<file path="src/rtl/lglp_regs.svh">
`ifndef LGLP_REGS_SVH
`define LGLP_REGS_SVH
// register word offsets of the host controller
`define LGLP_AW          4
`define LGLP_OFF_CTRL    4'h0
`define LGLP_OFF_SHIFT   4'h4
`define LGLP_OFF_LATCH   4'h8
`define LGLP_OFF_STATUS  4'hc
// control register fields
`define LGLP_CTRL_MODE16 0
`define LGLP_CTRL_BC_EN  1
`define LGLP_CTRL_BLANK  2
`define LGLP_CTRL_GRUN   3
// shift and latch command fields
`define LGLP_CMD_SEL     8
// status register fields
`define LGLP_ST_BUSY     0
`define LGLP_ST_BC_DONE  1
// reset values and bus answers
`define LGLP_CTRL_RST    4'h4
`define LGLP_BC_DEFAULT  8'h1f
`define LGLP_RESP_OKAY   2'b00
`define LGLP_RESP_SLVERR 2'b10
// timing: aclk period 10 ns; link clock 160 ns, gray clock 640 ns
`define LGLP_ACLK_NS     10
`define LGLP_LINK_NS     160
`define LGLP_GRAY_NS     640
`define LGLP_LINK_HALF   (`LGLP_LINK_NS / (2 * `LGLP_ACLK_NS))
`define LGLP_GRAY_HALF   (`LGLP_GRAY_NS / (2 * `LGLP_ACLK_NS))
`endif
</file>
<file path="src/rtl/lglp_pkg.sv">
`default_nettype none
package lglp_pkg;
	// host sequencer states, gray on each step away from idle; LGLP_SH_ON and LGLP_LT_ON flip two bits back to idle
	typedef enum logic [2:0] {
		LGLP_IDLE    = 3'h0,
		LGLP_SH_WAIT = 3'h1,
		LGLP_SH_ON   = 3'h3,
		LGLP_LT_WAIT = 3'h4,
		LGLP_LT_ON   = 3'h6
	} lglp_host_st_t;

	// all state of the device end
	typedef struct packed {
		logic [15:0][7:0] gs_sh;    // gray scale shift chain
		logic [15:0][7:0] gs_lat;   // gray scale latch
		logic [7:0]       bc_sh;    // brightness shift stage
		logic [7:0]       bc_lat;   // brightness latch
		logic [1:0]       gck_sync; // gray clock synchroniser
		logic             gck_prev; // for falling edge detect
		logic [2:0]       div;      // gray clock divider count
		logic [7:0]       cnt;      // gray scale counter
		logic             run;      // counting since blank release
		logic [15:0]      outs;     // driver outputs
	} lglp_dev_t;

	// all state of the host end
	typedef struct packed {
		lglp_host_st_t st;
		logic [7:0]  ph;       // link clock divider
		logic        lclk;
		logic [7:0]  gph;      // gray clock divider
		logic        gclk;
		logic        rst_n;
		logic        sel;
		logic [7:0]  data;
		logic        xfer_n;
		logic        latch;
		logic [3:0]  ctrl;
		logic [3:0]  lctrl;    // control copy shown on the pins, moves on link falls
		logic [7:0]  pend_byte;
		logic        pend_sel;
		logic        bc_done;
		logic        aw_ok;
		logic [3:0]  awaddr;
		logic        w_ok;
		logic [31:0] wdata;
		logic        wstrb0;
		logic        awready;
		logic        wready;
		logic        bvalid;
		logic [1:0]  bresp;
		logic        arready;
		logic        rvalid;
		logic [31:0] rdata;
		logic [1:0]  rresp;
	} lglp_host_t;
endpackage : lglp_pkg
`default_nettype wire

</file>
<file path="src/rtl/lglp_link_if.sv">
`default_nettype none
interface lglp_link_if;
	logic       data_shift_clock;       // link clock, made by the host
	logic       link_rst_n;             // synchronous reset on the link clock
	logic       latch_select;           // low gray scale, high brightness
	logic [7:0] data_in;                // byte lane, bit 0 is lsb
	logic       transfer_enable_n;      // low lets a rising edge shift
	logic       latch_ctl;              // high makes the latch transparent
	logic       mode_16;                // high 16 outputs, low 8
	logic       brightness_ctrl_enable; // low forces brightness default
	logic       blank;                  // high forces outputs off
	logic       gray_count_clock;       // pwm count clock

	modport host (output data_shift_clock, link_rst_n, latch_select, data_in,
		transfer_enable_n, latch_ctl, mode_16, brightness_ctrl_enable, blank, gray_count_clock);
	modport dev (input data_shift_clock, link_rst_n, latch_select, data_in,
		transfer_enable_n, latch_ctl, mode_16, brightness_ctrl_enable, blank, gray_count_clock);
endinterface : lglp_link_if
`default_nettype wire

</file>
<file path="src/rtl/lglp_host.sv">
`include "lglp_regs.svh"
`default_nettype none
module lglp_host
	import lglp_pkg::*;
#(
	parameter int unsigned LINK_HALF = `LGLP_LINK_HALF, // aclk cycles per link half period
	parameter int unsigned GRAY_HALF = `LGLP_GRAY_HALF  // aclk cycles per gray half period
) (
	input  wire logic                  aclk,
	input  wire logic                  aresetn,
	input  wire logic [`LGLP_AW-1:0]   s_axi_awaddr,
	input  wire logic                  s_axi_awvalid,
	output logic                       s_axi_awready,
	input  wire logic [31:0]           s_axi_wdata,
	input  wire logic [3:0]            s_axi_wstrb,
	input  wire logic                  s_axi_wvalid,
	output logic                       s_axi_wready,
	output logic [1:0]                 s_axi_bresp,
	output logic                       s_axi_bvalid,
	input  wire logic                  s_axi_bready,
	input  wire logic [`LGLP_AW-1:0]   s_axi_araddr,
	input  wire logic                  s_axi_arvalid,
	output logic                       s_axi_arready,
	output logic [31:0]                s_axi_rdata,
	output logic [1:0]                 s_axi_rresp,
	output logic                       s_axi_rvalid,
	input  wire logic                  s_axi_rready,
	lglp_link_if.host                  link
);

	// gray half period counted in whole link periods, so it must divide evenly
	localparam int unsigned GRAY_LINKS = GRAY_HALF / (2 * LINK_HALF);

	lglp_host_t h_q;    // registered state
	lglp_host_t h_d;    // next state
	logic link_fall;    // link clock about to fall: pins change here
	logic wr_go;        // address and data both held
	logic busy;         // a pin sequence is pending

	assign link_fall = h_q.lclk & (h_q.ph == 8'(LINK_HALF - 1));
	assign wr_go     = h_q.aw_ok & h_q.w_ok & ~h_q.bvalid;
	assign busy      = (h_q.st != LGLP_IDLE);

	// next state for the whole host
	always_comb begin
		h_d = h_q;
		// every link pin moves on a link fall, never racing a device edge
		if (link_fall) begin
			// reset lifts only after the device has seen one rising edge in it
			h_d.rst_n = 1'b1;
			h_d.lctrl = h_q.ctrl;
		end
		// link clock divider, free running
		if (h_q.ph == 8'(LINK_HALF - 1)) begin
			h_d.ph   = 8'h00;
			h_d.lclk = ~h_q.lclk;
		end else begin
			h_d.ph = h_q.ph + 8'h01;
		end
		// gray clock divider, parked low when stopped
		if (!h_q.lctrl[`LGLP_CTRL_GRUN]) begin
			h_d.gph  = 8'h00;
			h_d.gclk = 1'b0;
		end else if (link_fall) begin
			// gray edges sit on link falls so the device samples them cleanly
			if (h_q.gph == 8'(GRAY_LINKS - 1)) begin
				h_d.gph  = 8'h00;
				h_d.gclk = ~h_q.gclk;
			end else begin
				h_d.gph = h_q.gph + 8'h01;
			end
		end

		// pin sequencer: every change lands on a link falling edge
		if (link_fall) begin
			case (h_q.st)
				LGLP_SH_WAIT: begin
					// select settles while the clock and latch are low
					h_d.sel    = h_q.pend_sel; // [RULE_03]
					h_d.data   = h_q.pend_byte;
					h_d.xfer_n = 1'b0; // [RULE_11]
					h_d.st     = LGLP_SH_ON;
				end
				LGLP_SH_ON: begin
					// exactly one rising edge saw the enable low
					h_d.xfer_n = 1'b1; // [RULE_11]
					h_d.st     = LGLP_IDLE;
				end
				LGLP_LT_WAIT: begin
					// blank lifted since the command was taken: drop it
					if (h_q.pend_sel && !h_q.ctrl[`LGLP_CTRL_BLANK]) begin // [RULE_09]
						h_d.st = LGLP_IDLE;
					end else begin
						h_d.sel     = h_q.pend_sel; // [RULE_03]
						h_d.latch   = 1'b1;
						h_d.bc_done = h_q.bc_done | h_q.pend_sel; // [RULE_08]
						h_d.st      = LGLP_LT_ON;
					end
				end
				LGLP_LT_ON: begin
					h_d.latch = 1'b0;
					h_d.st    = LGLP_IDLE;
				end
				default: begin
					h_d.st = LGLP_IDLE;
				end
			endcase
		end

		// write address and data channels, taken in either order
		if (s_axi_awvalid && h_q.awready) begin
			h_d.aw_ok  = 1'b1;
			h_d.awaddr = s_axi_awaddr;
		end
		if (s_axi_wvalid && h_q.wready) begin
			h_d.w_ok   = 1'b1;
			h_d.wdata  = s_axi_wdata;
			h_d.wstrb0 = s_axi_wstrb[0];
		end
		if (s_axi_bvalid && s_axi_bready) begin
			h_d.bvalid = 1'b0;
		end
		// perform a write once both halves are in
		if (wr_go) begin
			h_d.aw_ok  = 1'b0;
			h_d.w_ok   = 1'b0;
			h_d.bvalid = 1'b1;
			h_d.bresp  = `LGLP_RESP_OKAY;
			case (h_q.awaddr)
				`LGLP_OFF_CTRL: begin
					if (h_q.wstrb0) begin
						h_d.ctrl = h_q.wdata[3:0];
					end
				end
				`LGLP_OFF_SHIFT: begin
					// a command while busy is dropped; poll status first
					if (h_q.wstrb0 && !busy) begin
						h_d.pend_byte = h_q.wdata[7:0];
						h_d.pend_sel  = h_q.wdata[`LGLP_CMD_SEL];
						h_d.st        = LGLP_SH_WAIT;
					end
				end
				`LGLP_OFF_LATCH: begin
					// brightness latch only rewritten while blanked
					if (h_q.wstrb0 && !busy && (!h_q.wdata[`LGLP_CMD_SEL] ||
						h_q.ctrl[`LGLP_CTRL_BLANK])) begin // [RULE_09]
						h_d.pend_sel = h_q.wdata[`LGLP_CMD_SEL];
						h_d.st       = LGLP_LT_WAIT;
					end
				end
				`LGLP_OFF_STATUS: begin
					// read only, write ignored
				end
				default: begin
					h_d.bresp = `LGLP_RESP_SLVERR;
				end
			endcase
		end
		h_d.awready = ~h_d.aw_ok & ~h_d.bvalid;
		h_d.wready  = ~h_d.w_ok & ~h_d.bvalid;

		// read channel
		if (s_axi_rvalid && s_axi_rready) begin
			h_d.rvalid = 1'b0;
		end
		if (s_axi_arvalid && h_q.arready) begin
			h_d.rvalid = 1'b1;
			h_d.rresp  = `LGLP_RESP_OKAY;
			h_d.rdata  = 32'h0000_0000;
			case (s_axi_araddr)
				`LGLP_OFF_CTRL: begin
					h_d.rdata[3:0] = h_q.ctrl;
				end
				`LGLP_OFF_STATUS: begin
					h_d.rdata[`LGLP_ST_BUSY]    = busy;
					h_d.rdata[`LGLP_ST_BC_DONE] = h_q.bc_done;
				end
				`LGLP_OFF_SHIFT, `LGLP_OFF_LATCH: begin
					// command words read as zero
				end
				default: begin
					h_d.rresp = `LGLP_RESP_SLVERR;
				end
			endcase
		end
		h_d.arready = ~h_d.rvalid;
	end

	// single register for all state
	always_ff @(posedge aclk) begin
		if (!aresetn) begin
			h_q         <= '0;
			h_q.st      <= LGLP_IDLE;
			h_q.xfer_n  <= 1'b1;
			// blank on, brightness enable low until software sets it
			h_q.ctrl    <= `LGLP_CTRL_RST; // [RULE_07]
			h_q.lctrl   <= `LGLP_CTRL_RST;
			h_q.awready <= 1'b1;
			h_q.wready  <= 1'b1;
			h_q.arready <= 1'b1;
		end else begin
			h_q <= h_d;
		end
	end

	// bus outputs from state
	assign s_axi_awready = h_q.awready;
	assign s_axi_wready  = h_q.wready;
	assign s_axi_bvalid  = h_q.bvalid;
	assign s_axi_bresp   = h_q.bresp;
	assign s_axi_arready = h_q.arready;
	assign s_axi_rvalid  = h_q.rvalid;
	assign s_axi_rdata   = h_q.rdata;
	assign s_axi_rresp   = h_q.rresp;
	// link pins from state
	assign link.data_shift_clock       = h_q.lclk;
	assign link.link_rst_n             = h_q.rst_n;
	assign link.latch_select           = h_q.sel;
	assign link.data_in                = h_q.data;
	assign link.transfer_enable_n      = h_q.xfer_n;
	assign link.latch_ctl              = h_q.latch;
	assign link.mode_16                = h_q.lctrl[`LGLP_CTRL_MODE16];
	assign link.brightness_ctrl_enable = h_q.lctrl[`LGLP_CTRL_BC_EN];
	assign link.blank                  = h_q.lctrl[`LGLP_CTRL_BLANK];
	assign link.gray_count_clock       = h_q.gclk;

endmodule // lglp_host
`default_nettype wire

</file>
<file path="src/flat_wrapper.sv">
// flat-port wrapper written by rule: the top's interface ports become plain ports
module lglp_host_flat import lglp_pkg::*;
#(
	parameter int unsigned LINK_HALF = `LGLP_LINK_HALF,                                    
	parameter int unsigned GRAY_HALF = `LGLP_GRAY_HALF                                     
)
  (aclk, aresetn, s_axi_awaddr, s_axi_awvalid, s_axi_awready, s_axi_wdata, s_axi_wstrb, s_axi_wvalid, s_axi_wready, s_axi_bresp, s_axi_bvalid, s_axi_bready, s_axi_araddr, s_axi_arvalid, s_axi_arready, s_axi_rdata, s_axi_rresp, s_axi_rvalid, s_axi_rready, link_data_shift_clock, link_link_rst_n, link_latch_select, link_data_in, link_transfer_enable_n, link_latch_ctl, link_mode_16, link_brightness_ctrl_enable, link_blank, link_gray_count_clock);
  lglp_link_if link_i ();
  input  wire logic aclk;
  input  wire logic aresetn;
  input  wire logic [`LGLP_AW-1:0] s_axi_awaddr;
  input  wire logic s_axi_awvalid;
  output logic s_axi_awready;
  input  wire logic [31:0] s_axi_wdata;
  input  wire logic [3:0] s_axi_wstrb;
  input  wire logic s_axi_wvalid;
  output logic s_axi_wready;
  output logic [1:0] s_axi_bresp;
  output logic s_axi_bvalid;
  input  wire logic s_axi_bready;
  input  wire logic [`LGLP_AW-1:0] s_axi_araddr;
  input  wire logic s_axi_arvalid;
  output logic s_axi_arready;
  output logic [31:0] s_axi_rdata;
  output logic [1:0] s_axi_rresp;
  output logic s_axi_rvalid;
  input  wire logic s_axi_rready;
  output wire logic [$bits(link_i.data_shift_clock)-1:0] link_data_shift_clock;
  output wire logic [$bits(link_i.link_rst_n)-1:0] link_link_rst_n;
  output wire logic [$bits(link_i.latch_select)-1:0] link_latch_select;
  output wire logic [$bits(link_i.data_in)-1:0] link_data_in;
  output wire logic [$bits(link_i.transfer_enable_n)-1:0] link_transfer_enable_n;
  output wire logic [$bits(link_i.latch_ctl)-1:0] link_latch_ctl;
  output wire logic [$bits(link_i.mode_16)-1:0] link_mode_16;
  output wire logic [$bits(link_i.brightness_ctrl_enable)-1:0] link_brightness_ctrl_enable;
  output wire logic [$bits(link_i.blank)-1:0] link_blank;
  output wire logic [$bits(link_i.gray_count_clock)-1:0] link_gray_count_clock;
  assign link_data_shift_clock = link_i.data_shift_clock;
  assign link_link_rst_n = link_i.link_rst_n;
  assign link_latch_select = link_i.latch_select;
  assign link_data_in = link_i.data_in;
  assign link_transfer_enable_n = link_i.transfer_enable_n;
  assign link_latch_ctl = link_i.latch_ctl;
  assign link_mode_16 = link_i.mode_16;
  assign link_brightness_ctrl_enable = link_i.brightness_ctrl_enable;
  assign link_blank = link_i.blank;
  assign link_gray_count_clock = link_i.gray_count_clock;
  lglp_host #(.LINK_HALF(LINK_HALF), .GRAY_HALF(GRAY_HALF)) u_core (.aclk(aclk), .aresetn(aresetn), .s_axi_awaddr(s_axi_awaddr), .s_axi_awvalid(s_axi_awvalid), .s_axi_awready(s_axi_awready), .s_axi_wdata(s_axi_wdata), .s_axi_wstrb(s_axi_wstrb), .s_axi_wvalid(s_axi_wvalid), .s_axi_wready(s_axi_wready), .s_axi_bresp(s_axi_bresp), .s_axi_bvalid(s_axi_bvalid), .s_axi_bready(s_axi_bready), .s_axi_araddr(s_axi_araddr), .s_axi_arvalid(s_axi_arvalid), .s_axi_arready(s_axi_arready), .s_axi_rdata(s_axi_rdata), .s_axi_rresp(s_axi_rresp), .s_axi_rvalid(s_axi_rvalid), .s_axi_rready(s_axi_rready), .link(link_i));
endmodule
</file>
<file path="config.mk">
export PLATFORM = sky130hd
export DESIGN_NAME = lglp_host_flat
export DESIGN_NICKNAME = d
export VERILOG_FILES = /design/src/rtl/lglp_pkg.sv /design/src/rtl/lglp_link_if.sv /design/src/rtl/lglp_host.sv /design/src/flat_wrapper.sv
export VERILOG_INCLUDE_DIRS = /design/src /design/src/rtl
export SDC_FILE = /design/constraint.sdc
export NUM_CORES = 1
export LEC_CHECK = 0
export BUFFER_PORTS_ARGS = -buffer_cell sky130_fd_sc_hd__buf_2
export CELL_PAD_IN_SITES_DETAIL_PLACEMENT = 1
export CELL_PAD_IN_SITES_GLOBAL_PLACEMENT = 2
export CORE_UTILIZATION = 31
export DETAILED_ROUTE_END_ITERATION = 6
export PLACE_DENSITY_LB_ADDON = 0.1
export SLEW_MARGIN = 20
export SYNTH_ARGS = -nofsm -noshare
export SYNTH_HDL_FRONTEND = slang
export SYNTH_SLANG_ARGS = --single-unit
</file>
<file path="constraint.sdc">
create_clock -name aclk -period 3.6 [get_ports aclk]
set_input_delay 0.36 -clock aclk [delete_from_list [all_inputs] [get_ports aclk]]
set_output_delay 0.36 -clock aclk [all_outputs]
set_load 0.005 [all_outputs]
</file>
==> results of run 1 <==
power groups by stage:
| stage | Sequential (mW) | Combinational [mW] | Clock, mW |
|---|---|---|---|
| floorplan | 0.920 | 0.0921 | 0 |
| global placement | 0.925 | 0.103 | 0 |
| detailed placement | 0.925 | 0.104 | 0 |
| CTS | 0.905 | 0.105 | 0.639 |
| global route | 0.908 | 0.119 | 0.683 |
| finish | 0.905 | 0.102 | 0.609 |
worst max path at each step:
stage | startpoint | end | slack, ns | cells past startpoint
6_report | u_core.h_q[129]$_SDFF_PN0_ | u_core.h_q[88]$_SDFFE_PN0P_ | 1.59 | 4
5_1_grt | u_core.h_q[129]$_SDFF_PN0_ | u_core.h_q[86]$_SDFFE_PN0P_ | 1.31 | 4
4_1_cts | u_core.h_q[129]$_SDFF_PN0_ | u_core.h_q[88]$_SDFFE_PN0P_ | 1.53 | 4
3_5_place_dp | u_core.h_q[129]$_SDFF_PN0_ | u_core.h_q[88]$_SDFFE_PN0P_ | 1.54 | 4
3_3_place_gp | u_core.h_q[129]$_SDFF_PN0_ | u_core.h_q[89]$_SDFFE_PN0P_ | 1.60 | 4
2_1_floorplan | u_core.h_q[120]$_SDFF_PP0_ | u_core.link.latch_ctl$_SDFFE_PN0P_ | 1.93 | 6
logic make-up (layout without fill, tap and decap cells):
kind of cell | count (synthesis) | in the layout | synth area share [%]
simple gates | 165 | 165 | 23.2
flops | 78 | 78 | 46.3
buf+inv | 65 | 80 | 12.6
compound gates | 46 | 46 | 8.38
xor+xnor | 15 | 15 | 3.89
mux | 15 | 15 | 4.45
fa+ha+maj | 3 | 3 | 1.11
other cells | 1 | 30 | 0.111
Yosys cell counts (2+ instances only):
master     count  area share [%]
xor2_1         8             2.1
nand2_1       60             6.7
clkbuf_1      10             1.1
nor2_1        46             5.1
and3_1         6             1.1
nand2b_1       3            0.56
buf_4         44             9.8
ha_1           3             1.1
nor3_1         4            0.59
nor4b_1        2            0.52
o21ai_0       10             1.5
inv_1          7            0.78
a22oi_1        4            0.89
buf_6          2            0.67
a21oi_1       24             3.6
nor4_1         3            0.56
nor2b_1        3            0.56
mux2i_1       15             4.4
o2bb2ai_1      2            0.52
a211oi_1       2            0.44
and2_1         3            0.56
dfxtp_1       78              46
nand4_1        7             1.3
nand3_1       18             2.7
xnor2_1        7             1.8
per-stage QoR:
| stage | hold WS [ns] | util, % |
|---|---|---|
| 2_1_floorplan | 0.426 | - |
| 3_3_place_gp | 0.447 | 33.9 |
| 3_5_place_dp | 0.451 | 33.9 |
| 4_1_cts | 0.221 | 35.6 |
| 5_1_grt | 0.237 | 35.6 |
| 6_report | 0.238 | 35.6 |
tightest hold or removal path: cells and delay by family:
family                 cells  cell delay (ns)
and+or+nand+nor            1             0.04
buffers and inverters      1             0.09
AOI/OAI and AO/OA          1             0.05
per-layer routing:
layer | vias to the layer above | part of all wire (%) | track usage (%)
met2 | 49 | 48 | 23.2
met4 | 0 | 1.4 | 5.95
met1 | 1189 | 46 | 16.4
met5 | - | 0 | 0
met3 | 8 | 3.9 | 4.17
li1 | 1299 | - | -
area by class of cell:
class / count / area share (%)
repair buffers: 56 / 7.78
inverters: 8 / 0.805
well taps: 136 / 4.56
multi-input cells: 274 / 40.2
flip-flops and latches: 78 / 41.9
clock buffers: 16 / 4.83
==> metrics.log, run 1 <==
INFO  metric clk_pin_slew_worst_paths = 0.07 ns
INFO  metric grt.overflow.total = 0
INFO  metric postSynthRegisterBits = 78
INFO  metric synth.avg_cell_area = 8.70 sq um
INFO  metric drive_gt1_share = 17.1%
INFO  metric placed_cell_area = 3550 sq um
INFO  metric ys_seq_area_share = 46.3%
INFO  metric layout_worst_path_cycle_share = 55.8%
INFO  metric switching_share = 23.6%
INFO  metric worstReg2RegEnd = u_core.h_q[88]$_SDFFE_PN0P_
INFO  metric min_path_type = in2reg
INFO  metric tightestPinTransition = 0.709 ns
INFO  metric finalSetupTns = 0 ns
INFO  metric clock_skew = 0.00400 ns
INFO  metric worst-path-max-fanout = 18
INFO  metric critical_path_arrival = 2.22 ns
INFO  metric total_leakage_power = 1.61 nW
INFO  metric outcome = completed
INFO  metric cell_internal_pwr = 1.23 mW
INFO  metric netlist_instances = 388
INFO  metric clock_power_share = 37.7%
INFO  metric part_of_the_total_power_dissipated_in_sequential_elements = 56.0%
INFO  metric stdcell_area = 3730 sq um
INFO  metric grt_antenna_before_repair = 0
INFO  metric cap_viol_max_count = 0
INFO  metric pre_cts_slack = 1.54 ns
INFO  metric whs_path_depth = 3
INFO  metric coreArea = 10500 sq um
INFO  metric clock-sinks = 78
INFO  metric post-place-cells = 552
INFO  metric p_per_area = 433 nW/um^2
INFO  metric via_count_of_the_first_global_routing_pass = 2432
INFO  metric final-max-slew-violation-count = 0
INFO  metric reg2reg_setup_slack = 1.59 ns
INFO  metric layout_common_cells = dfxtp_1 (78), nand2_1 (60), buf_2 (52)
INFO  metric vias_per_cell = 4.48
INFO  metric hold_path_end = u_core.h_q[49]$_SDFFE_PN0P_
INFO  metric clk_latency = 0.35 ns
INFO  metric worst_r2r_startpoint = u_core.h_q[129]$_SDFF_PN0_
INFO  metric rsz0062_at_grt = no
INFO  metric setup.worst_path.class = reg2reg
INFO  metric power.share.combinational = 6.3%
INFO  metric timing.critical_path.slowest_stage_cell = nand4_1
INFO  metric worst_slack = 1.59 ns
INFO  metric drt.antenna.violating_nets = 0
INFO  metric cts_root_buf = clkbuf_8
INFO  metric cts_buffers = 9
INFO  metric drt_wl_total = 7300 um
INFO  metric yosys.cell_types.count = 42
INFO  metric req_time_crit_path = 3.81 ns
INFO  metric initial_core_util = 32.3%
INFO  metric final_hold_viol_count = 0
INFO  metric fin_cells = 568
INFO  metric timing.critical_path.to_type = flop
INFO  metric fp.dieW = 106 um
INFO  metric clock.fmax = 498 MHz
INFO  metric die-height = 106 um
INFO  metric routabilityCongestion = 0.697
INFO  metric num-fill-cells = 1300
INFO  metric grt_first_pass_wirelength = 12200 um
INFO  metric detailroute.via_count = 2545
INFO  metric avgRoutedWirePerCell = 12.9 um
INFO  metric place.port_buffers = 52
INFO  metric insertedDiodeCount = 0
INFO  metric largest_register_ffs = 50
INFO  metric postCtsHoldBufs = 0
INFO  metric delay_of_the_slowest_cell_on_the_worst_path = 0.66 ns
INFO  metric remaining_drc_errors = 0
INFO  metric drt_first_iter_violations = 41
INFO  metric crit_family = simple AND/OR/NAND/NOR gates
INFO  metric multiInputGateArea = 1500 sq um
INFO  metric power.total = 1.62 mW
INFO  metric syn-cell-area = 3380 sq um
INFO  metric largest_register = u_core.h_q
INFO  metric cts_resized = 0
INFO  metric synth_edf_count = 0
INFO  metric dp_hpwl = 5290 um
INFO  metric design.portCount = 109
INFO  metric grt_use_total = 13.9%
INFO  metric setup_violations = 0
INFO  metric cts.htree.levels = 3
INFO  metric pin_count_of_the_biggest_net_entering_global_routing = 30
INFO  metric layout.cells.most_common = dfxtp_1
INFO  metric cts_max_path_buffers = 2
INFO  metric num_rows = 37
INFO  metric power_switching = 0.382 mW
INFO  metric hold_path_startpoint = s_axi_wdata[7]
INFO  metric dominantRegCellSynth = dfxtp_1
INFO  metric worstPathCellList = nor3_1 > nand4_1 > nand3_1 > o21ai_0
INFO  metric worstPathBufferInverterCount = 0
INFO  metric maximum_ir_drop_on_the_vdd_rail = 161 uV
INFO  metric ys_async_sr_fraction = 0%
INFO  metric final_net_count = 481
INFO  metric post_cts.repair.setup_buffers = 0
INFO  metric worst-r2r-cell-count = 4
INFO  metric drtPass1Iterations = 3
INFO  metric cts_tree = yes
INFO  metric kind_of_start_point_of_the_critical_path = flop
INFO  metric area_growth_syn_to_layout = 10.5%
INFO  metric max-slew-margin-rel = 52.6%
INFO  metric floorplan.die_area = 11300 sq um
INFO  metric final_period_minus_worst_setup_slack = 2.01 ns
INFO  metric synthesis.yosys.warnings = 0
INFO  metric regArea = 1560 sq um
Power figures use the tool's default switching activity.
==> run 2: changes to the inputs <==
--- a/config.mk
+++ b/config.mk
@@ -9,7 +9,7 @@
 export BUFFER_PORTS_ARGS = -buffer_cell sky130_fd_sc_hd__buf_2
 export CELL_PAD_IN_SITES_DETAIL_PLACEMENT = 1
 export CELL_PAD_IN_SITES_GLOBAL_PLACEMENT = 2
-export CORE_UTILIZATION = 31
+export CORE_UTILIZATION = 29
 export DETAILED_ROUTE_END_ITERATION = 6
 export PLACE_DENSITY_LB_ADDON = 0.1
 export SLEW_MARGIN = 20
==> constraint.sdc (replaced) <==
create_clock -name aclk -period 1.9 [get_ports aclk]
set_input_delay 0.19 -clock aclk [delete_from_list [all_inputs] [get_ports aclk]]
set_output_delay 0.19 -clock aclk [all_outputs]
set_load 0.005 [all_outputs]
==> run 2 against run 1 <==
Cell area up 5.6%. Worst setup slack lost 1.4 ns. Sequential share of layout area down 2.2 points. Via count rose by 1.5%. Clock power increased to 2.8 times the previous value. Register-to-register slack worse by 1.4 ns. Clock skew grew 0.0039 ns. Cell count increased by 3.0%. Clock-buffer cell count fell by 6.
==> metrics.log, run 2 (synthesis gave the netlist of run 1 again) <==
INFO  metric cts.htree.levels = 3 (unchanged)
INFO  metric drtPass1Iterations = 4 (was 3)
INFO  metric outcome = completed (unchanged)
INFO  metric area_growth_syn_to_layout = 16.7% (was 10.5%)
INFO  metric clock-sinks = 78 (unchanged)
INFO  metric layout_common_cells = dfxtp_1 (77), nand2_1 (60), buf_2 (52) (was dfxtp_1 (78), nand2_1 (60), buf_2 (52))
INFO  metric post_cts.repair.setup_buffers = 0 (unchanged)
INFO  metric post-place-cells = 569 (was 552)
INFO  metric clock_skew = 0.00789 ns (was 0.00400 ns)
INFO  metric final-max-slew-violation-count = 0 (unchanged)
INFO  metric drive_gt1_share = 19.9% (was 17.1%)
INFO  metric floorplan.die_area = 12100 sq um (was 11300 sq um)
INFO  metric worstPathCellList = ha_1 > nor4bb_1 > buf_4 > nand4_1 > buf_6 > mux2i_1 > nor2_1 (was nor3_1 > nand4_1 > nand3_1 > o21ai_0)
INFO  metric remaining_drc_errors = 0 (unchanged)
INFO  metric place.port_buffers = 52 (unchanged)
INFO  metric setup_violations = 0 (unchanged)
INFO  metric worst_hold_slack = 0.0907 ns (was 0.238 ns)
INFO  metric crit_family = simple AND/OR/NAND/NOR gates (unchanged)
INFO  metric die-height = 110 um (was 106 um)
INFO  metric initial_core_util = 29.7% (was 32.3%)
INFO  metric routabilityCongestion = 0.686 (was 0.697)
INFO  metric tightestPinTransition = 0.543 ns (was 0.709 ns)
INFO  metric design.portCount = 109 (unchanged)
INFO  metric drt.antenna.violating_nets = 0 (unchanged)
INFO  metric insertedDiodeCount = 0 (unchanged)
INFO  metric cts_resized = 0 (unchanged)
INFO  metric setup.worst_path.class = reg2reg (unchanged)
INFO  metric max-slew-margin-rel = 63.5% (was 52.6%)
INFO  metric finalSetupTns = 0 ns (unchanged)
INFO  metric largest_register = u_core.h_q (unchanged)
INFO  metric dp_hpwl = 5560 um (was 5290 um)
INFO  metric cts_max_path_buffers = 2 (unchanged)
INFO  metric final_hold_viol_count = 0 (unchanged)
INFO  metric kind_of_start_point_of_the_critical_path = flop (unchanged)
INFO  metric cap_viol_max_count = 0 (unchanged)
INFO  metric layout.cells.most_common = dfxtp_1 (unchanged)
INFO  metric clk_latency = 0.33 ns (was 0.35 ns)
INFO  metric worstPathBufferInverterCount = 2 (was 0)
INFO  metric req_time_crit_path = 2.11 ns (was 3.81 ns)
INFO  metric grt_first_pass_wirelength = 12600 um (was 12200 um)
INFO  metric rsz0062_at_grt = no (unchanged)
INFO  metric cts_root_buf = clkbuf_16 (was clkbuf_8)
INFO  metric fin_cells = 585 (was 568)
INFO  metric worst-path-max-fanout = 8 (was 18)
INFO  metric grt_antenna_before_repair = 0 (unchanged)
INFO  metric p_per_area = 920 nW/um^2 (was 433 nW/um^2)
INFO  metric timing.critical_path.to_type = flop (unchanged)
INFO  metric grt_use_total = 13.8% (was 13.9%)
INFO  metric clock.fmax = 584 MHz (was 498 MHz)
INFO  metric critical_path_arrival = 1.92 ns (was 2.22 ns)
INFO  metric delay_of_the_slowest_cell_on_the_worst_path = 0.35 ns (was 0.66 ns)
INFO  metric avgRoutedWirePerCell = 12.8 um (was 12.9 um)
INFO  metric via_count_of_the_first_global_routing_pass = 2573 (was 2432)
INFO  metric largest_register_ffs = 50 (unchanged)
INFO  metric drt_wl_total = 7490 um (was 7300 um)
INFO  metric power.total = 3.62 mW (was 1.62 mW)
INFO  metric maximum_ir_drop_on_the_vdd_rail = 439 uV (was 161 uV)
INFO  metric detailroute.via_count = 2582 (was 2545)
INFO  metric clk_pin_slew_worst_paths = 0.06 ns (was 0.07 ns)
INFO  metric fp.dieW = 110 um (was 106 um)
INFO  metric layout_worst_path_cycle_share = 90.2% (was 55.8%)
INFO  metric cts_buffers = 9 (unchanged)
INFO  metric num_rows = 39 (was 37)
INFO  metric coreArea = 11400 sq um (was 10500 sq um)
INFO  metric final_net_count = 491 (was 481)
INFO  metric postCtsHoldBufs = 0 (unchanged)
INFO  metric final_core_area_utilization = 34.7% (was 35.6%)
INFO  metric drt_first_iter_violations = 46 (was 41)
INFO  metric grt.overflow.total = 0 (unchanged)
INFO  metric vias_per_cell = 4.41 (was 4.48)
INFO  metric final_period_minus_worst_setup_slack = 1.71 ns (was 2.01 ns)
INFO  metric timing.critical_path.slowest_stage_cell = dfxtp_1 (was nand4_1)
INFO  metric min_path_type = in2reg (unchanged)
INFO  metric cts_tree = yes (unchanged)
INFO  metric total_leakage_power = 1.71 nW (was 1.61 nW)
INFO  metric pin_count_of_the_biggest_net_entering_global_routing = 26 (was 30)
==> run 2: cell types whose count changed in the layout (fill, tap and decap cells not counted), sizes merged <==
cell | before | now
buf | 56 | 66
clkbuf | 16 | 10
clkinv | 1 | 5
bufinv | 0 | 1
clkinvlp | 0 | 1
==> run 2: routing by layer <==
layer  routed length (um)  track usage (%)  vias to the layer above
li1                     -                -                     1328
met1                 3480             16.4                     1205
met2                 3640             23.6                       42
met3                  263             3.79                        7
met4                  110             4.86                        0
met5                    0                0                        -
==> run 2: worst register-to-register path, delay by kind of cell, from the launching register on <==
kind | cells | cell delay [ns]
adders and majority gates | 1 | 0.18
buffers and inverters | 2 | 0.40
DFF | 1 | 0.35
muxes | 1 | 0.16
and+or+nand+nor | 3 | 0.49
==> run 2: through the flow <==
stage          instance area [sq um]  setup WS [ns]
2_1_floorplan                   3480          0.232
3_3_place_gp                    3630          0.181
4_1_cts                         3940         0.0992
3_5_place_dp                    3630          0.164
5_1_grt                         3940        0.00204
6_report                        3940          0.186
==> run 2: path summary, 6_finish.rpt <==
path | startpoint | to | slack [ns] | cells past startpoint
max | u_core.h_q[121]$_SDFF_PP0_ | u_core.link.data_in[3]$_SDFFE_PN0P_ | 0.19 | 7
min | s_axi_wdata[3] | u_core.h_q[45]$_SDFFE_PN0P_ | 0.09 | 3
max reg2reg | u_core.h_q[121]$_SDFF_PP0_ | u_core.link.data_in[3]$_SDFFE_PN0P_ | 0.19 | 7
min reg2reg | u_core.h_q[120]$_SDFF_PP0_ | u_core.h_q[120]$_SDFF_PP0_ | 0.43 | 1
==> run 2: final cells by class <==
| class | instances | area, sq um |
|---|---|---|
| clock buffer | 10 | 229 |
| clock inverter | 6 | 72.6 |
| fill | 1377 | 7430 |
| inverter | 8 | 30.0 |
| multi-input combinational | 274 | 1500 |
| sequential | 78 | 1560 |
| tap | 143 | 179 |
| timing repair buffer | 66 | 369 |
==> run 2: where the power goes <==
group	switching [mW]	internal (mW)	total, mW
combinational	0.124	0.0741	0.198
clock	0.683	1.03	1.71
sequential	0.0346	1.68	1.72
total	0.842	2.78	3.62
==> run 3: changes to the inputs <==
==> constraint.sdc (replaced) <==
create_clock -name aclk -period 1.9 [get_ports aclk]
set_input_delay 0.285 -clock aclk [delete_from_list [all_inputs] [get_ports aclk]]
set_output_delay 0.285 -clock aclk [all_outputs]
set_load 0.005 [all_outputs]
==> run 3 against run 2 <==
Clock-buffer cell count down 1. Cell area rose by 0.44%. Cell count decreased by 0.17%. Critical endpoint unchanged. Largest power group is now clock.
==> metrics.log, run 3 (synthesis gave the netlist of run 1 again) <==
INFO  metric cts_resized = 0 (unchanged)
INFO  metric worstPathCellList = ha_1 > nor4bb_2 > buf_4 > nand4_1 > buf_4 > mux2i_1 > nor2_1 (was ha_1 > nor4bb_1 > buf_4 > nand4_1 > buf_6 > mux2i_1 > nor2_1)
INFO  metric cts_max_path_buffers = 2 (unchanged)
INFO  metric grt_use_total = 13.7% (was 13.8%)
INFO  metric p_per_area = 940 nW/um^2 (was 920 nW/um^2)
INFO  metric grt_first_pass_wirelength = 12400 um (was 12600 um)
INFO  metric place.port_buffers = 52 (unchanged)
INFO  metric initial_core_util = 29.7% (unchanged)
INFO  metric worstPathBufferInverterCount = 2 (unchanged)
INFO  metric rsz0062_at_grt = no (unchanged)
INFO  metric via_count_of_the_first_global_routing_pass = 2528 (was 2573)
INFO  metric pin_count_of_the_biggest_net_entering_global_routing = 26 (unchanged)
INFO  metric vias_per_cell = 4.36 (was 4.41)
INFO  metric kind_of_start_point_of_the_critical_path = flop (unchanged)
INFO  metric final_core_area_utilization = 34.8% (was 34.7%)
INFO  metric timing.critical_path.slowest_stage_cell = dfxtp_1 (unchanged)
INFO  metric post-place-cells = 569 (unchanged)
INFO  metric drt_first_iter_violations = 70 (was 46)
INFO  metric cts_buffers = 9 (unchanged)
INFO  metric max-slew-margin-rel = 62.9% (was 63.5%)
INFO  metric tightestPinTransition = 0.552 ns (was 0.543 ns)
INFO  metric fin_cells = 584 (was 585)
INFO  metric crit_family = simple AND/OR/NAND/NOR gates (unchanged)
INFO  metric timing.critical_path.to_type = flop (unchanged)
INFO  metric fp.dieW = 110 um (unchanged)
INFO  metric clk_pin_slew_worst_paths = 0.06 ns (about the same)
INFO  metric cap_viol_max_count = 0 (unchanged)
INFO  metric layout_worst_path_cycle_share = 89.8% (was 90.2%)
INFO  metric outcome = completed (unchanged)
INFO  metric clk_latency = 0.33 ns (about the same)
INFO  metric setup_violations = 0 (unchanged)
INFO  metric worst_hold_slack = 0.188 ns (was 0.0907 ns)
INFO  metric largest_register_ffs = 50 (unchanged)
INFO  metric clock-sinks = 78 (unchanged)
INFO  metric coreArea = 11400 sq um (unchanged)
INFO  metric final-max-slew-violation-count = 0 (unchanged)
INFO  metric cts_root_buf = clkbuf_16 (unchanged)
INFO  metric worst-path-max-fanout = 8 (unchanged)
INFO  metric die-height = 110 um (unchanged)
INFO  metric req_time_crit_path = 2.11 ns (about the same)
INFO  metric num_rows = 39 (unchanged)
INFO  metric clock.fmax = 586 MHz (was 584 MHz)
INFO  metric critical_path_arrival = 1.91 ns (was 1.92 ns)
INFO  metric maximum_ir_drop_on_the_vdd_rail = 548 uV (was 439 uV)
INFO  metric largest_register = u_core.h_q (unchanged)
INFO  metric setup.worst_path.class = reg2reg (unchanged)
INFO  metric routabilityCongestion = 0.698 (was 0.686)
INFO  metric drt.antenna.violating_nets = 0 (unchanged)
INFO  metric floorplan.die_area = 12100 sq um (unchanged)
INFO  metric final_period_minus_worst_setup_slack = 1.71 ns (about the same)
INFO  metric whs_path_depth = 3 (unchanged)
INFO  metric delay_of_the_slowest_cell_on_the_worst_path = 0.38 ns (was 0.35 ns)
INFO  metric critical_path_depth = 7 (unchanged)
INFO  metric layout.cells.most_common = dfxtp_1 (unchanged)
INFO  metric final_net_count = 491 (unchanged)
INFO  metric drt_wl_total = 7520 um (was 7490 um)
INFO  metric dp_hpwl = 5520 um (was 5560 um)
INFO  metric power.total = 3.72 mW (was 3.62 mW)
INFO  metric final_hold_viol_count = 0 (unchanged)
INFO  metric detailroute.via_count = 2548 (was 2582)
INFO  metric total_leakage_power = 1.71 nW (about the same)
INFO  metric grt.overflow.total = 0 (unchanged)
INFO  metric min_path_type = in2reg (unchanged)
INFO  metric grt_antenna_before_repair = 0 (unchanged)
INFO  metric cts.htree.levels = 3 (unchanged)
INFO  metric design.portCount = 109 (unchanged)
INFO  metric finalSetupTns = 0 ns (unchanged)
INFO  metric layout_common_cells = dfxtp_1 (78), nand2_1 (60), buf_2 (52) (was dfxtp_1 (77), nand2_1 (60), buf_2 (52))
INFO  metric insertedDiodeCount = 0 (unchanged)
INFO  metric postCtsHoldBufs = 0 (unchanged)
INFO  metric area_growth_syn_to_layout = 17.2% (was 16.7%)
INFO  metric worst-r2r-cell-count = 7 (unchanged)
INFO  metric post_cts.repair.setup_buffers = 0 (unchanged)
INFO  metric avgRoutedWirePerCell = 12.9 um (was 12.8 um)
INFO  metric drive_gt1_share = 20.2% (was 19.9%)
INFO  metric clock_skew = 0.00758 ns (was 0.00789 ns)
INFO  metric cts_tree = yes (unchanged)
INFO  metric drtPass1Iterations = 4 (unchanged)
INFO  metric remaining_drc_errors = 0 (unchanged)
INFO  metric num-fill-cells = 1368 (was 1377)
INFO  metric cp_common_cell = buf_4
run 3: per-layer routing:
layer	up-vias	global-route usage [%]	wire [um]
li1	1318	-	-
met1	1186	16.9	3640
met2	40	22.4	3550
met3	4	4.09	280
met4	0	4.57	59
met5	-	0	0
run 3: where the power goes:
group / switching (mW) / internal (mW) / leakage, nW / total (mW)
logic: 0.125 / 0.0745 / 0.936 / 0.199
registers: 0.0353 / 1.68 / 0.633 / 1.72
clock network: 0.665 / 1.14 / 0.144 / 1.80
total: 0.825 / 2.90 / 1.71 / 3.72
run 3: area by class of cell:
class	count	area, sq um	area share (%)
Tap cell	143	179	4.52
Timing Repair Buffer	66	365	9.23
Clock buffer	9	225	5.69
Inverter	8	30.0	0.759
Clock inverter	6	87.6	2.21
Multi-Input combinational cell	274	1510	38.1
Sequential cell	78	1560	39.5
run 3: worst register-to-register path, cell delays in order (launching register included):
cell and delay (ns):
dfxtp_1 0.38, ha_1 0.18, nor4bb_2 0.27, buf_4 0.19, nand4_1 0.13, buf_4 0.22, mux2i_1 0.16, nor2_1 0.06
run 3: worst paths after layout:
kind,from,slack [ns],endpoint
setup / recovery,u_core.h_q[120]$_SDFF_PP0_,0.19,u_core.link.data_in[3]$_SDFFE_PN0P_
hold / removal,s_axi_wdata[3],0.19,u_core.h_q[45]$_SDFFE_PN0P_
setup reg to reg,u_core.h_q[120]$_SDFF_PP0_,0.19,u_core.link.data_in[3]$_SDFFE_PN0P_
hold reg to reg,u_core.h_q[46]$_SDFFE_PN0P_,0.46,u_core.h_q[46]$_SDFFE_PN0P_
run 3: through the flow:
step / instance area (sq um) / setup slack [ns]
floorplan: 3480 / 0.232
global placement: 3630 / 0.181
detailed placement: 3630 / 0.160
CTS: 3950 / 0.143
global route: 3960 / 0.0191
finish: 3960 / 0.194
